==> config.mk <==
export PLATFORM = sky130hd
export DESIGN_NAME = lpcb_ctrl
export DESIGN_NICKNAME = d
export VERILOG_FILES = /design/src/lpcb_pkg.sv /design/src/lpcb_bank.sv /design/src/lpcb_ctrl.sv
export VERILOG_INCLUDE_DIRS = /design/src
export SDC_FILE = /design/constraint.sdc
export NUM_CORES = 1
export LEC_CHECK = 0
export BUFFER_PORTS_ARGS = -buffer_cell sky130_fd_sc_hd__buf_4
export CORE_AREA = 2 2 148 150
export CTS_BUF_LIST = sky130_fd_sc_hd__clkbuf_8
export DETAILED_ROUTE_END_ITERATION = 6
export DIE_AREA = 0 0 150 152
export PLACE_DENSITY = 0.68
export SYNTH_ARGS = -nofsm -noshare
export SYNTH_HDL_FRONTEND = slang
export SYNTH_SLANG_ARGS = --single-unit
==> constraint.sdc <==
create_clock -name core_clk -period 6.1 [get_ports core_clk]
set_input_delay 0.61 -clock core_clk [delete_from_list [all_inputs] [get_ports core_clk]]
set_output_delay 0.61 -clock core_clk [all_outputs]
set_load 0.005 [all_outputs]
==> src/lpcb_defs.svh <==
`ifndef LPCB_DEFS_SVH
`define LPCB_DEFS_SVH
// timing figures in ns or in clocks, cycle counts derived at 5 ns per core_clk
`define LPCB_CLK_PS        5000
`define LPCB_TRCD_NS       18
`define LPCB_TRP_NS        18
`define LPCB_TRRD_NS       10
`define LPCB_TMRR_CK       2
`define LPCB_TMRW_CK       5
`define LPCB_TRFC_NS       130
`define LPCB_TXP_NS        8
`define LPCB_BURST_CK      4
`define LPCB_CYC_UP(ns)    (((ns) * 1000 + `LPCB_CLK_PS - 1) / `LPCB_CLK_PS)
`define LPCB_CNT_W         8
`define LPCB_NBANK         8
`endif

==> src/lpcb_pkg.sv <==
package lpcb_pkg;
    typedef enum logic [3:0] {
        LPCB_NOP = 4'h0, LPCB_ACT = 4'h1, LPCB_RD = 4'h2, LPCB_WR = 4'h3,
        LPCB_PRE = 4'h4, LPCB_PREA = 4'h5, LPCB_BST = 4'h6, LPCB_MRR = 4'h7,
        LPCB_MRW = 4'h8, LPCB_REF = 4'h9, LPCB_RST = 4'ha, LPCB_SRE = 4'hb
    } lpcb_cmd_t;
    typedef enum logic [2:0] {
        LPCB_B_IDLE = 3'h0, LPCB_B_OPEN = 3'h1, LPCB_B_ACTV = 3'h3,
        LPCB_B_BURST = 3'h2, LPCB_B_PRE = 3'h6
    } lpcb_bank_t;
    typedef struct packed {
        lpcb_cmd_t   cmd;
        logic [2:0]  bank;
        logic        auto_pre;
        logic [14:0] row;
        logic [9:0]  col;
        logic [7:0]  mr_addr;
        logic [7:0]  mr_data;
    } lpcb_req_t;
    typedef struct packed {
        logic [31:0] data;
        logic [3:0]  mask;
    } lpcb_wbeat_t;
endpackage : lpcb_pkg

==> src/lpcb_bank.sv <==
`timescale 1ns/1ps
`include "lpcb_defs.svh"
module lpcb_bank
    import lpcb_pkg::*;
(
    input  wire logic       core_clk,
    input  wire logic       arst_n,
    input  wire logic       hit,
    input  lpcb_pkg::lpcb_cmd_t  cmd,
    input  wire logic            auto_pre,
    output lpcb_pkg::lpcb_bank_t state
);
    import lpcb_pkg::*;
    localparam logic [7:0] TRCD_C  = 8'(`LPCB_CYC_UP(`LPCB_TRCD_NS));
    localparam logic [7:0] TRP_C   = 8'(`LPCB_CYC_UP(`LPCB_TRP_NS));
    localparam logic [7:0] BURST_C = 8'(`LPCB_BURST_CK);
    lpcb_bank_t state_r, state_nxt;
    logic [7:0] cnt_r, cnt_nxt;
    logic       ap_r, ap_nxt;
    assign state = state_r;
    always_comb
    begin
        state_nxt = state_r;
        cnt_nxt   = (cnt_r != 8'h0) ? cnt_r - 8'h1 : 8'h0;
        ap_nxt    = ap_r;
        // a mode register read must not stall a bank that is mid-transition
        if (hit && cmd != LPCB_MRR)
        begin
            case (cmd)
                LPCB_ACT:
                begin
                    state_nxt = LPCB_B_OPEN;
                    cnt_nxt   = TRCD_C;
                end
                LPCB_RD, LPCB_WR:
                begin
                    state_nxt = LPCB_B_BURST;
                    cnt_nxt   = BURST_C;
                    ap_nxt    = auto_pre;
                end
                LPCB_PRE, LPCB_PREA:
                begin
                    state_nxt = LPCB_B_PRE;
                    cnt_nxt   = TRP_C;
                end
                LPCB_BST:
                    state_nxt = LPCB_B_ACTV;
                default:
                    state_nxt = state_r;
            endcase
        end
        else if (cnt_r <= 8'h1)
        begin
            // settling continues even across a mode register read
            case (state_r)
                LPCB_B_OPEN:  state_nxt = LPCB_B_ACTV;
                LPCB_B_PRE:   state_nxt = LPCB_B_IDLE;
                LPCB_B_BURST:
                begin
                    state_nxt = ap_r ? LPCB_B_PRE : LPCB_B_ACTV;
                    cnt_nxt   = ap_r ? TRP_C : 8'h0;
                end
                default:      state_nxt = state_r;
            endcase
        end
    end
    always_ff @(posedge core_clk or negedge arst_n)
    begin
        if (!arst_n)
        begin
            state_r <= LPCB_B_IDLE;
            cnt_r   <= 8'h0;
            ap_r    <= 1'b0;
        end
        else
        begin
            state_r <= state_nxt;
            cnt_r   <= cnt_nxt;
            ap_r    <= ap_nxt;
        end
    end
endmodule : lpcb_bank

==> src/lpcb_ctrl.sv <==
`timescale 1ns/1ps
`include "lpcb_defs.svh"
module lpcb_ctrl
    import lpcb_pkg::*;
#(
    parameter int NBANK = `LPCB_NBANK
)
(
    input  wire logic            core_clk,
    input  wire logic            arst_n,
    input  lpcb_pkg::lpcb_req_t  req,
    input  wire logic            req_valid,
    output logic                 req_ready,
    output logic                 req_illegal,
    input  lpcb_pkg::lpcb_wbeat_t wbeat,
    input  wire logic            pd_exit,
    output lpcb_pkg::lpcb_cmd_t  mem_cmd,
    output logic [2:0]           mem_bank,
    output logic                 mem_auto_pre,
    output logic [14:0]          mem_row,
    output logic [9:0]           mem_col,
    output logic [15:0]          mem_mr,
    output logic                 mem_cke,
    output logic [31:0]          mem_dq_o,
    output logic [3:0]           mem_dm
);
    import lpcb_pkg::*;
    localparam logic [7:0] TRRD_C = 8'(`LPCB_CYC_UP(`LPCB_TRRD_NS));
    localparam logic [7:0] TMRR_C = 8'(`LPCB_TMRR_CK);
    localparam logic [7:0] TMRW_C = 8'(`LPCB_TMRW_CK);
    localparam logic [7:0] TRFC_C = 8'(`LPCB_CYC_UP(`LPCB_TRFC_NS));
    localparam logic [7:0] TXP_C  = 8'(`LPCB_CYC_UP(`LPCB_TXP_NS));

    lpcb_bank_t bst [NBANK];
    logic [NBANK-1:0] idle_v, burst_v, prev_ok_v;
    logic [7:0]  busy_r, busy_nxt, rrd_r, rrd_nxt;
    logic [2:0]  last_bank_r;
    logic        bursting_r, resetting_r, last_wr_r;
    logic        take, legal;
    logic        pd_s1_r, pd_s2_r, pd_s3_r;

    genvar g;
    generate
        for (g = 0; g < NBANK; g++)
        begin : g_bank
            lpcb_bank u_bank (
                .core_clk (core_clk),
                .arst_n   (arst_n),
                .hit      (take && (req.bank == 3'(g) || req.cmd == LPCB_PREA)),
                .cmd      (req.cmd),
                .auto_pre (req.auto_pre),
                .state    (bst[g])
            );
            assign idle_v[g]    = bst[g] == LPCB_B_IDLE;
            assign burst_v[g]   = bst[g] == LPCB_B_BURST;
            assign prev_ok_v[g] = bst[g] != LPCB_B_BURST;
        end
    endgenerate

    wire lpcb_bank_t tgt      = bst[req.bank];
    wire logic       all_idle = &idle_v;
    wire logic       any_burst = |burst_v;
    // a single busy timer covers MRR, MRW, refresh and power-down exit
    wire logic       quiet    = busy_r == 8'h0;

    function automatic logic cmd_legal(input lpcb_cmd_t c, input lpcb_bank_t t);
        case (c)
            LPCB_ACT:  cmd_legal = t == LPCB_B_IDLE && rrd_r == 8'h0;
            // a write waits out any read burst, and a read any write burst
            LPCB_RD:   cmd_legal = t == LPCB_B_ACTV && !(any_burst && last_wr_r);
            LPCB_WR:   cmd_legal = t == LPCB_B_ACTV && !(any_burst && !last_wr_r);
            LPCB_PRE:  cmd_legal = t != LPCB_B_BURST;
            LPCB_PREA: cmd_legal = &prev_ok_v;
            LPCB_BST:  cmd_legal = bursting_r && t == LPCB_B_BURST
                                   && req.bank == last_bank_r;
            LPCB_MRR:  cmd_legal = !any_burst;
            LPCB_MRW,
            LPCB_REF,
            LPCB_SRE,
            LPCB_RST:  cmd_legal = all_idle;
            LPCB_NOP:  cmd_legal = 1'b1;
            default:   cmd_legal = 1'b0;
        endcase
    endfunction : cmd_legal

    // a process, not an assign, so the timers and flags read inside the function wake it
    always_comb
    begin
        legal = cmd_legal(req.cmd, tgt);
    end
    assign req_ready   = quiet && legal && pd_s2_r && pd_s3_r;
    assign take        = req_valid && req_ready && req.cmd != LPCB_NOP;
    assign req_illegal = req_valid && quiet && pd_s2_r && pd_s3_r && !legal;

    always_comb
    begin
        busy_nxt = (busy_r != 8'h0) ? busy_r - 8'h1 : 8'h0;
        rrd_nxt  = (rrd_r != 8'h0) ? rrd_r - 8'h1 : 8'h0;
        // exit timer starts off the settled stage, never the first flop
        if (pd_s2_r && !pd_s3_r)
            busy_nxt = TXP_C;
        if (take)
        begin
            case (req.cmd)
                LPCB_MRR: busy_nxt = TMRR_C;
                LPCB_MRW,
                LPCB_RST: busy_nxt = TMRW_C;
                LPCB_REF: busy_nxt = TRFC_C;
                LPCB_ACT: rrd_nxt  = TRRD_C;
                default:  busy_nxt = busy_nxt;
            endcase
        end
    end

    always_ff @(posedge core_clk or negedge arst_n)
    begin
        if (!arst_n)
        begin
            busy_r <= 8'h0;
            rrd_r  <= 8'h0;
            pd_s1_r <= 1'b0;
            pd_s2_r <= 1'b0;
            pd_s3_r <= 1'b0;
        end
        else
        begin
            busy_r  <= busy_nxt;
            rrd_r   <= rrd_nxt;
            // pd_exit high means clock enable restored
            pd_s1_r <= pd_exit;
            pd_s2_r <= pd_s1_r;
            pd_s3_r <= pd_s2_r;
        end
    end

    always_ff @(posedge core_clk or negedge arst_n)
    begin
        if (!arst_n)
        begin
            last_bank_r <= 3'h0;
            last_wr_r   <= 1'b0;
            bursting_r  <= 1'b0;
            resetting_r <= 1'b0;
        end
        else
        begin
            if (take && (req.cmd == LPCB_RD || req.cmd == LPCB_WR))
            begin
                last_bank_r <= req.bank;
                last_wr_r   <= req.cmd == LPCB_WR;
            end
            bursting_r  <= any_burst;
            if (take && req.cmd == LPCB_RST)
                resetting_r <= 1'b1;
        end
    end

    always_ff @(posedge core_clk or negedge arst_n)
    begin
        if (!arst_n)
        begin
            mem_cmd      <= LPCB_NOP;
            mem_bank     <= 3'h0;
            mem_auto_pre <= 1'b0;
            mem_row      <= 15'h0;
            mem_col      <= 10'h0;
            mem_mr       <= 16'h0;
            mem_cke      <= 1'b0;
            mem_dq_o     <= 32'h0;
            mem_dm       <= 4'hf;
        end
        else
        begin
            mem_cmd      <= take ? req.cmd : LPCB_NOP;
            mem_bank     <= req.bank;
            mem_auto_pre <= req.auto_pre;
            mem_row      <= req.row;
            mem_col      <= req.col;
            mem_mr       <= {req.mr_addr, req.mr_data};
            mem_cke      <= pd_s2_r;
            mem_dq_o     <= wbeat.data;
            mem_dm       <= wbeat.mask;
        end
    end

    property p_mrr_quiet;
        @(posedge core_clk) disable iff (!arst_n)
        (take && req.cmd == LPCB_MRR) |=> !req_ready [*2];
    endproperty
    a_mrr_quiet: assert property (p_mrr_quiet) else $error("command during mrr");

    property p_rrd;
        @(posedge core_clk) disable iff (!arst_n)
        (take && req.cmd == LPCB_ACT) |=> !(take && req.cmd == LPCB_ACT) [*2];
    endproperty
    a_rrd: assert property (p_rrd) else $error("activate spacing broken");

    property p_mrw_idle;
        @(posedge core_clk) disable iff (!arst_n)
        (take && (req.cmd == LPCB_MRW || req.cmd == LPCB_REF)) |-> all_idle;
    endproperty
    a_mrw_idle: assert property (p_mrw_idle) else $error("mrw with busy bank");

    property p_bst;
        @(posedge core_clk) disable iff (!arst_n)
        (take && req.cmd == LPCB_BST) |-> any_burst;
    endproperty
    a_bst: assert property (p_bst) else $error("bst without burst");

    property p_issue;
        @(posedge core_clk) disable iff (!arst_n)
        take |=> mem_cmd == $past(req.cmd) && mem_cke;
    endproperty
    a_issue: assert property (p_issue) else $error("command not driven");

    property p_mask;
        @(posedge core_clk) disable iff (!arst_n)
        1'b1 |=> mem_dm == $past(wbeat.mask);
    endproperty
    a_mask: assert property (p_mask) else $error("mask not forwarded");

    property p_rw_active;
        @(posedge core_clk) disable iff (!arst_n)
        (take && (req.cmd == LPCB_RD || req.cmd == LPCB_WR)) |-> tgt == LPCB_B_ACTV;
    endproperty
    a_rw_active: assert property (p_rw_active) else $error("access to unopened bank");

    property p_pdx;
        @(posedge core_clk) disable iff (!arst_n)
        $rose(pd_s2_r) |-> !req_ready [*2];
    endproperty
    a_pdx: assert property (p_pdx) else $error("command inside exit time");

    property p_rst_mrr;
        @(posedge core_clk) disable iff (!arst_n)
        (resetting_r && req_valid && req.cmd == LPCB_MRR && quiet && pd_s2_r && pd_s3_r)
            |-> req_ready;
    endproperty
    a_rst_mrr: assert property (p_rst_mrr) else $error("mrr refused while resetting");
endmodule : lpcb_ctrl

# --- Yosys cells after proc, flatten, opt, wreduce, memory -nomap -nowiden ---
# Index checks and enable logic that the tools add are counted.
op_classes:
  n_bitwise: 1
  n_mux: 93
  addsub: 10
  magnitude_cmp: 9
  n_eq_ne: 63
  n_reduce_logical: 113
ops:
  columns: ["operator", "n"]
  rows:
  - ["8-bit 2-to-1 mux", 46]
  - ["3-bit 2-to-1 mux", 34]
  - ["8-bit nonzero test", 10]
  - ["8-bit by 1-bit subtractor with 8-bit output, second input constant", 10]
  - ["3-bit case mux with 3 select lines", 8]
  - ["8-bit by 1-bit less-or-equal comparator with 1-bit output, second input constant", 8]
  - ["5-bit inequality test, second input constant", 8]
  - ["3-bit by 2-bit == test with 1-bit output, second input constant", 12]
  - ["3-bit == test, second input constant", 12]
  - ["4-bit nonzero test", 9]
  - ["1-bit logical AND", 34]
  - ["3-bit zero test", 10]
  - ["3-bit by 1-bit == test with 1-bit output, second input constant", 9]
  - ["3-bit by 2-bit inequality test with 1-bit output, second input constant", 9]
  - ["8-bit case mux with 3 select lines", 1]
  - ["3-bit AND reduction", 8]
  - ["4-bit by 3-bit == test with 1-bit output, second input constant", 4]
  - ["4-bit == test, second input constant", 4]
  - ["8-bit zero test", 2]
  - ["2-bit AND reduction", 8]
  - ["8-bit AND reduction", 2]
  - ["2-bit nonzero test", 8]
  - ["3-bit case mux with 4 select lines", 1]
  - ["3-bit binary-select mux with 3-bit select", 1]
  - ["other kinds (15)", 31]
totals:
  input_bits: 89
  regBits: 205

# --- Logic depth before layout (Yosys ltp) ---
# Gate-level depths: netlist of run 1.
logic_depth:
  ltp_word: 17
  depth_mapped: 11

# --- Cells and area by module ---
# Synthesis of run 1 repeated with hierarchy kept, for this count alone.
unflattened:
  hier_cells: 1010
  area_unflattened_um2: 10505.1
modules_own_cells:
  columns: ["mod", "area_per_inst_um2", "instances", "cells_each", "seq_area_each_um2"]
  rows:
  - ["lpcb_bank (g_bank[1].u_bank ...)", 842.1, 6, 93, 300.3]
  - ["lpcb_ctrl", 3933.8, 1, 288, 2732.6]
  - ["lpcb_bank (g_bank[0].u_bank ...)", 759.5, 2, 82, 300.3]

# --- Worst setup path before layout of run 1 ---
# OpenSTA, ideal clock, no wires.
synth_timing:
  kind: "input -> register"
  from: "input port req[42] in the netlist's numbering"
  to: "register last_bank_r[0]"
  path_stages: 8
  setup_time_ns: 0.125
  arrival_time_ns: 3.364
  path_slack_ns: 2.612
  path_buffers: 1
  required_ns: 5.975
  cell_sequence: "buf_2 > mux4_2 > mux2_2 > nor3b_2 > mux2i_4 > o31ai_4 > nor4_2 > mux2_2"
synth_between:
  elab_chain_cells: 14
  word_cells_on_any_way: 21
  classes_between: "4 x eq/ne; 4 x mux; 1 x bitwise; 12 x reduce/logical"
synth_rtl:
  columns: ["element", "line_no", "text"]
  rows:
  - ["from (decl)", "lpcb_ctrl.sv:11", "input lpcb_pkg::lpcb_req_t req,"]
  - ["3-bit inverter with 4-bit output (implied by the code)", "lpcb_ctrl.sv:60", "wire lpcb_bank_t tgt = bst[req.bank];"]
  - ["3-bit binary-select mux with 3-bit select", "lpcb_ctrl.sv:60", null]
  - ["3-bit 2-to-1 mux (implied by the code) (2 in a row)", "lpcb_ctrl.sv:60", null]
  - ["3-bit by 2-bit == test with 1-bit output", "lpcb_ctrl.sv:74", "LPCB_BST: cmd_legal = bursting_r && t == LPCB_B_BURST"]
  - ["1-bit logical AND", "lpcb_ctrl.sv:74", null]
  - ["1-bit logical AND", "lpcb_ctrl.sv:75", "&& req.bank == last_bank_r;"]
  - ["1-bit case mux with 9 select lines", "lpcb_ctrl.sv:67", "case (c)"]
  - ["1-bit logical AND (3 in a row)", "lpcb_ctrl.sv:91", "assign req_ready = quiet && legal && pd_s2_r && pd_s3_r;"]
  - ["1-bit logical AND (2 in a row)", "lpcb_ctrl.sv:92", "assign take = req_valid && req_ready && req.cmd != LPCB_NOP;"]
  - ["1-bit logical AND", "lpcb_ctrl.sv:147", "if (take && (req.cmd == LPCB_RD || req.cmd == LPCB_WR))"]
  - ["to (signal assigned)", "lpcb_ctrl.sv:149", "last_bank_r <= req.bank;"]
  - ["to (decl)", "lpcb_ctrl.sv:37", "logic [2:0] last_bank_r;"]
# Several ways; a longest one is shown, not always the timed one. The select of a mux whose other input is x is not followed.
# A chain may end at the register's enable or synchronous reset.

# --- Final worst setup path of run 1 ---
layout_timing:
  from: "register g_bank[2].u_bank.state_r[0]"
  to: "output port req_ready"
layout_between:
  elab_chain_cells: 10
  word_cells_on_any_way: 27
  classes_between: "5 x eq/ne; 4 x mux; 18 x reduce/logical"
layout_rtl:
  columns: ["element", "line_no", "text"]
  rows:
  - ["from (decl)", "lpcb_bank.sv:17", "lpcb_bank_t state_r, state_nxt;"]
  - ["from (signal assigned)", "lpcb_bank.sv:77", "state_r <= state_nxt;"]
  - ["3-bit binary-select mux with 3-bit select", "lpcb_ctrl.sv:60", null]
  - ["3-bit 2-to-1 mux (implied by the code) (2 in a row)", "lpcb_ctrl.sv:60", null]
  - ["3-bit by 2-bit == test with 1-bit output", "lpcb_ctrl.sv:74", null]
  - ["1-bit logical AND", "lpcb_ctrl.sv:74", null]
  - ["1-bit logical AND", "lpcb_ctrl.sv:75", null]
  - ["1-bit case mux with 9 select lines *", "lpcb_ctrl.sv:67", null]
  - ["1-bit logical AND * (3 in a row)", "lpcb_ctrl.sv:91", null]
  - ["to (decl)", "lpcb_ctrl.sv:13", "output logic req_ready,"]
# Every way passes the cells marked *; elsewhere a longest branch is shown, timed or not. The select of a mux whose other input is x is not followed.

==> results of run 1 <==
-- power by group --
| group | switching (mW) | leakage (nW) | internal, mW |
|---|---|---|---|
| clock | 0.584 | 0.443 | 0.716 |
| combinational | 0.469 | 2.61 | 0.466 |
| sequential | 0.267 | 2.39 | 1.66 |
-- cell type report --
type                            count  share of cell area
Timing Repair Buffer              180               0.116
Tap cell                          280              0.0298
Sequential cell                   205               0.437
Multi-Input combinational cell    566               0.340
Inverter                           40              0.0128
Clock buffer                       48              0.0563
Clock inverter                     20             0.00874
-- state kept, by name, indices dropped and copies added, names as in the netlist, 8 cells and up --
signal,cells
g_bank.u_bank.state,24
mem_dq_o,32
g_bank.u_bank.ap_r,8
busy_r,8
mem_col,10
g_bank.u_bank.cnt_r,64
mem_row,15
rrd_r,8
mem_mr,16
-- placed cells by master (no fill, tap or decap), drive strengths merged, types with 9 or more instances in the layout --
cell type,n
a21oi,19
a22oi,11
buf,179
clkbuf,49
dfrtp,201
ha,27
inv,56
mux2,16
mux2i,49
nand2,36
nand2b,10
nor2,134
nor2b,9
nor3,52
nor3b,17
nor4,23
nor4b,9
o21ai,19
or4,10
xnor2,47
xor2,16
-- kinds of logic after synthesis --
kind of cell,after synthesis
adders and majority gates,27
DFF,205
xor gates and xnor gates,63
buffers and inverters,55
muxes,71
AOI/OAI and AO/OA,80
and+or+nand+nor,325
-- worst max-delay path by stage --
stage,start,endpoint,slack (ns),depth (start not counted)
after floorplan,req[42],last_bank_r[0],2.61,8
after global placement,req[42],last_bank_r[1],2.19,8
after detailed placement,req[42],g_bank[6].u_bank.cnt_r[7],2.15,8
after CTS,g_bank[2].u_bank.state[0],req_ready,2.10,7
after global routing,rrd_r[3],req_ready,1.90,7
final,g_bank[2].u_bank.state[0],req_ready,2.16,7
-- layer usage --
metal,up-vias,wire length (um),track usage
li1,3286,-,-
met1,3251,8640,0.240
met2,201,9490,0.286
met3,49,1510,0.0550
met4,0,585,0.0705
met5,-,0,0
-- worst register-to-register path, delay by kind of cell (launching register included) --
kind	cells	cell delay (ns)
AND/OR/NAND/NOR	2	0.62
AO/OA/AOI/OAI	2	1.13
flip-flops	1	0.46
multiplexers	3	1.17
-- metrics by stage --
step	hold WS, ns	instance area [um2]	total power, mW
final	0.0532	11700	4.16
after global routing	0.0892	11700	4.48
after CTS	0.0600	11700	4.23
after detailed placement	0.336	11000	2.89
after global placement	0.334	11000	2.85
after floorplan	0.314	9330	2.59
==> impl_metrics.toml, run 1 <==
[clock_tree]
cts_sinks = 205
clk_pin_slew_ns = 0.06
cts_buffer_depth = 3
cts_root_buffer = "clkbuf_8"
numCtsBuffers = 38
post_cts_buffers = 0
h-tree-depth = 2
hold_buffers = 0
clk_latency_ns = 0.55
cts_tree = "built"
cts_resized = 0

[yosys]
yosysTopAreaCell = "dfrtp_1"
synth_edf_count = 0
async_flop_share = 1.00
synthSimpleGateAreaFrac = 0.173
synth_mux_area_frac = 0.0877
synthFlopType = "dfrtp_1"
synth_fa_ha_area_frac = 0.0362
synthTopCellsByArea = "dfrtp_1 (54%), nor2_1 (5.4%), mux2i_1 (5.1%), xnor2_1 (4.4%), ha_1 (3.6%)"
synth-seq-cells = 205
yosys_warnings = 0
syn_area_per_cell_um2 = 11.3
synth_cell_types = 49
seq_area_frac_synth = 0.550
synthTopCellsByCount = "dfrtp_1 (201), nor2_1 (134), nor3_1 (52)"
yosysTopAreaCellShare = 0.539
syn_area_mm2 = 0.00933
synth_xor_area_frac = 0.0591
synth_compound_area_frac = 0.0704
yosysMostFrequentCell = "dfrtp_1"
syn-num-nets = 942
netlist_instances = 826
synth_top_family_by_area = "simple AND/OR/NAND/NOR gates"

[critical_path]
cp_data_required_time_ns = 5.49
timing.rr.end = "last_bank_r[1]"
crit_fanout = 10
start_kind = "flop"
crit_family = "compound AO/OA/AOI/OAI gates"
crit_type = "reg -> out"
cp_num_buf_inv = 1
critPathCaptureType = "output pin"
path_cells = "mux4_2 > mux2_2 > nand2b_1 > o221ai_2 > nor3_1 > a21boi_0 > buf_4"
slowest_delay_ns = 0.83
slowest_stage = "o221ai_2"
r2r_cells = 7
ff2ff_setup_slack_ns = 2.61
crit_arrival_ns = 3.33
worstReg2RegStart = "g_bank[2].u_bank.state[0]"

[floorplanning]
die_area_mm2 = 0.0228
die_y_um = 152
ios = 177
core_area_mm2 = 0.0214
rows = 54
die_w_um = 150
floorplan.initialDensity = 0.437

[sta]
fin_ws_ns = 2.16
max_freq_ghz = 0.254
fin_skew_ns = 0.0250
tns_ns = 0
max_slew_margin = 0.288
worst_pin_slew_ns = 1.07
drv_slew = 0
hold_viol = 0
rsz0062_at_grt = "false"
setup_violations = 0
period_share = 0.646
period_needed_ns = 3.94

[route]
postRouteAntennaNets = 0
dr.pass1.iters = 5
route.vias.total = 6787
route.detailed.drc = 0
totalWireLength_um = 20200
viasPerCell = 5.07
route.detailed.wl_per_inst_um = 15.1
drt-initial-drc-count = 281

[final_layout]
final_util = 0.550
drive_gt1_frac = 0.248
nets = 1147
syn_to_final_growth_pct = 25.8
antenna_cells = 0
nFillCells = 1906
seq_area_mm2 = 0.00513
final_cell_count_no_fill = 1339
multiInputGateArea_mm2 = 0.00399

[global_route]
gr-total-overflow = 0
antenna_found_initial = 0
grt_pass1_wl_um = 33700
grt_usage = 0.183
grt_max_degree = 72
grt_pass1_vias = 6940

[status]
status = "finished, final reports clean"

[power_and_ir_drop]
powerDensity_mw_per_mm2 = 354
ir_worst_vdd_mv = 0.187
p_leak_nw = 5.44

[place]
dp_slack_ns = 2.15
dp_cells = 1271
hpwlAfterDp_um = 14200
globalplace.congestion = 0.812
portBuffers = 176

[worst_hold_path]
hold_class = "in -> async"

[job]
drv_cap = 0
(Power assumes the default switching activity.)
==> inputs of run 2 (changes only) <==
--- a/config.mk
+++ b/config.mk
@@ -11,7 +11,7 @@
 export CTS_BUF_LIST = sky130_fd_sc_hd__clkbuf_8
 export DETAILED_ROUTE_END_ITERATION = 6
 export DIE_AREA = 0 0 150 152
-export PLACE_DENSITY = 0.68
+export PLACE_DENSITY = 0.7
 export SYNTH_ARGS = -nofsm -noshare
 export SYNTH_HDL_FRONTEND = slang
 export SYNTH_SLANG_ARGS = --single-unit
==> constraint.sdc (replaced) <==
create_clock -name core_clk -period 3.6 [get_ports core_clk]
set_input_delay 0.36 -clock core_clk [delete_from_list [all_inputs] [get_ports core_clk]]
set_output_delay 0.36 -clock core_clk [all_outputs]
set_load 0.005 [all_outputs]
==> run 2 against run 1 <==
Register-to-register slack worse by 2.2 ns; via count is 8.2% higher; count of clock-buffer cells in the layout stayed put; sequential power is 69% higher; combinational power is 82% higher; largest cell class unchanged; cell count is 6.9% higher; critical path depth stayed put; worst hold slack better by 0.020 ns; non-clock buffer count is 97 higher.
==> impl_metrics.toml, run 2 (synthesis results as in run 1) <==
[floorplanning]
die_w_um = 150
rows = 54
die_y_um = 152
core_area_mm2 = 0.0214
die_area_mm2 = 0.0228
ios = 177
floorplan.initialDensity = 0.437

[power_and_ir_drop]
powerDensity_mw_per_mm2 = 566
p_leak_nw = 5.84
ir_worst_vdd_mv = 0.356
power.total_mw = 7.17

[route]
drt-initial-drc-count = 388
totalWireLength_um = 22600
viasPerCell = 5.13
dr.pass1.iters = 5
postRouteAntennaNets = 0
route.vias.total = 7346
route.detailed.drc = 0
route.detailed.wl_per_inst_um = 15.8

[place]
globalplace.congestion = 0.894
dp_slack_ns = 0.269
portBuffers = 176
hpwlAfterDp_um = 14800

[clock_tree]
clk_pin_slew_ns = 0.06
cts_buffer_depth = 3
numCtsBuffers = 36
cts_sinks = 205
cts_root_buffer = "clkbuf_8"
h-tree-depth = 2
clk_latency_ns = 0.53
cts_tree = "built"

[final_layout]
syn_to_final_growth_pct = 35.8
mostFrequentLayoutCell = "dfrtp_1"
nets = 1242
mostFrequentLayoutCells = "dfrtp_1 (201), buf_4 (196), nor2_1 (134), dlygate4sd3_1 (79), nor3_1 (52)"
largest_reg_flops = 64
regMostFlops = "g_bank.u_bank.cnt_r"
drive_gt1_frac = 0.244

[global_route]
grt_usage = 0.206
grt_max_degree = 86
grt_pass1_vias = 7582
gr-total-overflow = 0
grt_pass1_wl_um = 38000
antenna_found_initial = 1

[sta]
setup_violations = 0
max_freq_ghz = 0.295
fin_skew_ns = 0.0254
hold_viol = 0
period_share = 0.941
rsz0062_at_grt = "false"
period_needed_ns = 3.39
tns_ns = 0
fin_ws_ns = 0.214
drv_slew = 0
max_slew_margin = 0.463
worst_pin_slew_ns = 0.794

[job]
drv_cap = 0

[critical_path]
critPathCaptureType = "output pin"
cp_data_required_time_ns = 3.24
start_kind = "flop"
crit_arrival_ns = 3.03
crit_type = "reg -> out"
crit_fanout = 7

[worst_hold_path]
hold_class = "in -> reg"

[status]
status = "finished, final reports clean"
==> run 2: changes by cell type in the layout (fill, tap and decap cells not counted), moves of 2 or more <==
| cell | before | now |
|---|---|---|
| inv_1 | 53 | 47 |
| dlygate4sd3_1 | 0 | 79 |
| buf_4 | 179 | 196 |
| inv_8 | 2 | 0 |
| clkinv_2 | 3 | 5 |
==> run 2: critical path, cell delays in order (launching register included) <==
cell and delay (ns):
dfrtp_1 0.46, mux4_2 0.49, mux2_2 0.30, nor3b_2 0.27, mux2i_4 0.38, nor3_1 0.14, a21boi_0 0.28, buf_4 0.17
==> run 2: per-layer routing <==
metal,vias up,global-route usage,share of wire
li1,3479,-,-
met1,3537,0.265,0.42
met2,270,0.327,0.47
met3,60,0.0664,0.078
met4,0,0.0710,0.033
met5,-,0,0
==> run 2: timing repair <==
| item | 4_1_cts | 5_1_grt |
|---|---|---|
| setup buffers | 0 | 1 |
| hold endpoints to repair | 161 | 0 |
| hold buffers | 79 | 0 |
| resized for setup | 0 | 0 |
| setup endpoints to repair | 0 | 1 |
==> run 2: stage by stage <==
| step | hold WS [ns] | instances | area, um2 | utilization |
|---|---|---|---|---|
| global placement | 0.347 | 1288 | 11100 | 0.521 |
| floorplan | 0.0644 | 826 | 9330 | - |
| finish | 0.0735 | 1431 | 12700 | 0.594 |
| detailed placement | 0.351 | 1288 | 11100 | 0.521 |
| CTS | 0.0375 | 1429 | 12700 | 0.593 |
| global route | 0.0443 | 1430 | 12700 | 0.593 |
==> run 2: path summary, 6_finish.rpt <==
kind	slack (ns)	cells after the start	from	end
max	0.21	7	g_bank[7].u_bank.state[0]	req_ready
min in group asynchronous	0.45	2	arst_n	busy_r[6]
min	0.07	1	req[41]	mem_auto_pre
max reg2reg	0.44	8	g_bank[7].u_bank.state[0]	g_bank[3].u_bank.cnt_r[3]
max in group asynchronous	2.11	3	arst_n	mem_dm[3]
min reg2reg	0.36	0	pd_s1_r	pd_s2_r
==> run 2: final cells by class <==
class	instances	area [um2]
Inverter	40	150
Tap cell	280	350
Multi-Input combinational cell	566	3990
Sequential cell	205	5130
Clock inverter	14	90.1
Antenna cell	1	2.50
Clock buffer	48	661
Fill cell	1779	8680
Timing Repair Buffer	277	2300
==> run 2: report_power, final <==
part | internal, mW | switching, mW | total (mW) | leakage, nW
registers | 2.81 | 0.459 | 3.27 | 2.39
logic | 0.860 | 0.839 | 1.70 | 3.03
clock network | 1.26 | 0.944 | 2.21 | 0.421
==> inputs of run 3 (changes only) <==
--- a/config.mk
+++ b/config.mk
@@ -7,11 +7,13 @@
 export NUM_CORES = 1
 export LEC_CHECK = 0
 export BUFFER_PORTS_ARGS = -buffer_cell sky130_fd_sc_hd__buf_4
-export CORE_AREA = 2 2 148 150
+export CELL_PAD_IN_SITES_DETAIL_PLACEMENT = 1
+export CELL_PAD_IN_SITES_GLOBAL_PLACEMENT = 1
+export CORE_AREA = 5 5 157 159
 export CTS_BUF_LIST = sky130_fd_sc_hd__clkbuf_8
 export DETAILED_ROUTE_END_ITERATION = 6
-export DIE_AREA = 0 0 150 152
-export PLACE_DENSITY = 0.7
+export DIE_AREA = 0 0 162 164
+export PLACE_DENSITY = 0.8
 export SYNTH_ARGS = -nofsm -noshare
 export SYNTH_HDL_FRONTEND = slang
 export SYNTH_SLANG_ARGS = --single-unit
==> run 3 against run 2 <==
Total power rose by 1.8%; cell count grew 1.3%; clock skew grew 0.0076 ns; maximum frequency down 0.36%; sequential share of layout area decreased by 0.16 points; worst setup slack worse by 0.012 ns; clock power barely moved; utilization fell by 4.3 points; register-to-register slack better by 0.10 ns; final area up 0.40%.
==> impl_metrics.toml, run 3 (synthesis results as in run 1) <==
[worst_hold_path]
hold_class = "in -> reg"

[floorplanning]
core_area_mm2 = 0.0231
die_area_mm2 = 0.0266
rows = 56
ios = 177
die_w_um = 162
die_y_um = 164
floorplan.initialDensity = 0.404

[critical_path]
critPathCaptureType = "output pin"
cp_common_cell = "buf_4"
crit_fanout = 7
slowest_delay_ns = 0.50
crit_arrival_ns = 3.04
slowest_stage = "mux4_2"
path_cells = "mux4_2 > mux2_2 > nor3b_4 > mux2i_4 > buf_4 > nor3_1 > a21boi_0 > buf_4"
crit_type = "reg -> out"
start_kind = "flop"
cp_data_required_time_ns = 3.24

[route]
drt-initial-drc-count = 303
route.detailed.drc = 0
route.detailed.wl_per_inst_um = 19.8
route.vias.total = 7496
postRouteAntennaNets = 0
dr.pass1.iters = 4
viasPerCell = 5.17
totalWireLength_um = 28700

[sta]
setup_violations = 0
period_share = 0.944
period_needed_ns = 3.40
max_freq_ghz = 0.294
whs_ns = 0.0631
max_slew_margin = 0.382
hold_viol = 0
worst_pin_slew_ns = 0.915
rsz0062_at_grt = "false"
tns_ns = 0
fin_skew_ns = 0.0330
drv_slew = 0

[final_layout]
mostFrequentLayoutCells = "buf_4 (202), dfrtp_1 (201), nor2_1 (134), dlygate4sd3_1 (79)"
multiInputGateArea_mm2 = 0.00400
regMostFlops = "g_bank.u_bank.cnt_r"
largest_reg_flops = 64
design_area_mm2 = 0.0127
nets = 1249
nFillCells = 2472
seq_area_mm2 = 0.00513
mostFrequentLayoutCell = "buf_4"
antenna_cells = 0
syn_to_final_growth_pct = 36.3
drive_gt1_frac = 0.247

[place]
hpwlAfterDp_um = 17900
globalplace.congestion = 0.820
portBuffers = 176
dpl_cell_area_mm2 = 0.0112

[clock_tree]
cts_sinks = 205
numCtsBuffers = 37
cts_buffer_depth = 3
post_cts_buffers = 0
cts_tree = "built"
clk_latency_ns = 0.55
h-tree-depth = 2
clk_pin_slew_ns = 0.06
cts_root_buffer = "clkbuf_8"

[power_and_ir_drop]
power.total_mw = 7.30
powerDensity_mw_per_mm2 = 574
p_leak_nw = 5.87
ir_worst_vdd_mv = 0.341

[global_route]
grt_usage = 0.221
grt_use_met1 = 0.270
gr-total-overflow = 0
antenna_found_initial = 0
met3_usage = 0.0627
busiest_layer = "met2"
grt_pass1_wl_um = 47000
grt_pass1_vias = 8672
grt_max_degree = 98
met2_usage = 0.388

[job]
drv_cap = 0

[status]
status = "finished, final reports clean"
[run 3: cell types whose count changed in the layout (fill, tap and decap cells not counted), sizes merged]
cell,change
buf,+6
inv,+6
bufinv,-1
clkbuf,-1
clkinv,-1
clkinvlp,+1
diode,-1
[run 3: power breakdown]
part | leakage, nW | switching (mW) | internal [mW]
clock network | 0.427 | 1.01 | 1.18
logic | 3.06 | 0.934 | 0.865
registers | 2.39 | 0.499 | 2.81
total | 5.87 | 2.44 | 4.86
[run 3: layout make-up]
type / instances / area share
inverter: 40 / 0.0118
multi-input combinational: 566 / 0.314
clock buffer: 47 / 0.0508
clock inverter: 19 / 0.00708
sequential: 205 / 0.404
timing repair buffer: 283 / 0.184
tap: 290 / 0.0285
[run 3: what timing repair did]
item | CTS | global route
endpoints found under the setup margin | 0 | 1
gates resized for setup | 0 | 2
endpoints found under the hold margin | 169 | 0
hold buffers | 79 | 0
[run 3: final timing paths]
kind                                                start                         to  slack [ns]  depth (start not counted)
worst min register to register                    pd_s1_r                    pd_s2_r        0.35                          0
min in group asynchronous                          arst_n  g_bank[6].u_bank.state[2]        0.48                          2
max in group asynchronous                          arst_n  g_bank[6].u_bank.cnt_r[2]        2.23                          3
worst max register to register  g_bank[3].u_bank.state[0]                  busy_r[1]        0.54                          8
worst max-delay path            g_bank[3].u_bank.state[0]                  req_ready        0.20                          8
worst min-delay path                              req[41]               mem_auto_pre        0.06                          1
[run 3: layer usage]
| metal | share of wire | routed length, um |
|---|---|---|
| met1 | 0.41 | 11700 |
| met2 | 0.50 | 14400 |
| met3 | 0.073 | 2080 |
| met4 | 0.017 | 490 |
| met5 | 0 | 0 |
[run 3: critical path, delay by kind of cell, from the launching register on]
family / cells / cell delay, ns
DFF: 1 / 0.45
buffers and inverters: 2 / 0.36
and+or+nand+nor: 2 / 0.32
muxes: 3 / 1.14
AOI/OAI and AO/OA: 1 / 0.22
[run 3: through the flow]
stage | util | cells | setup slack [ns]
floorplan | - | 826 | 0.362
global placement | 0.484 | 1305 | 0.468
detailed placement | 0.484 | 1305 | 0.400
CTS | 0.550 | 1450 | 0.126
global route | 0.550 | 1450 | 0.0211
finish | 0.550 | 1450 | 0.201
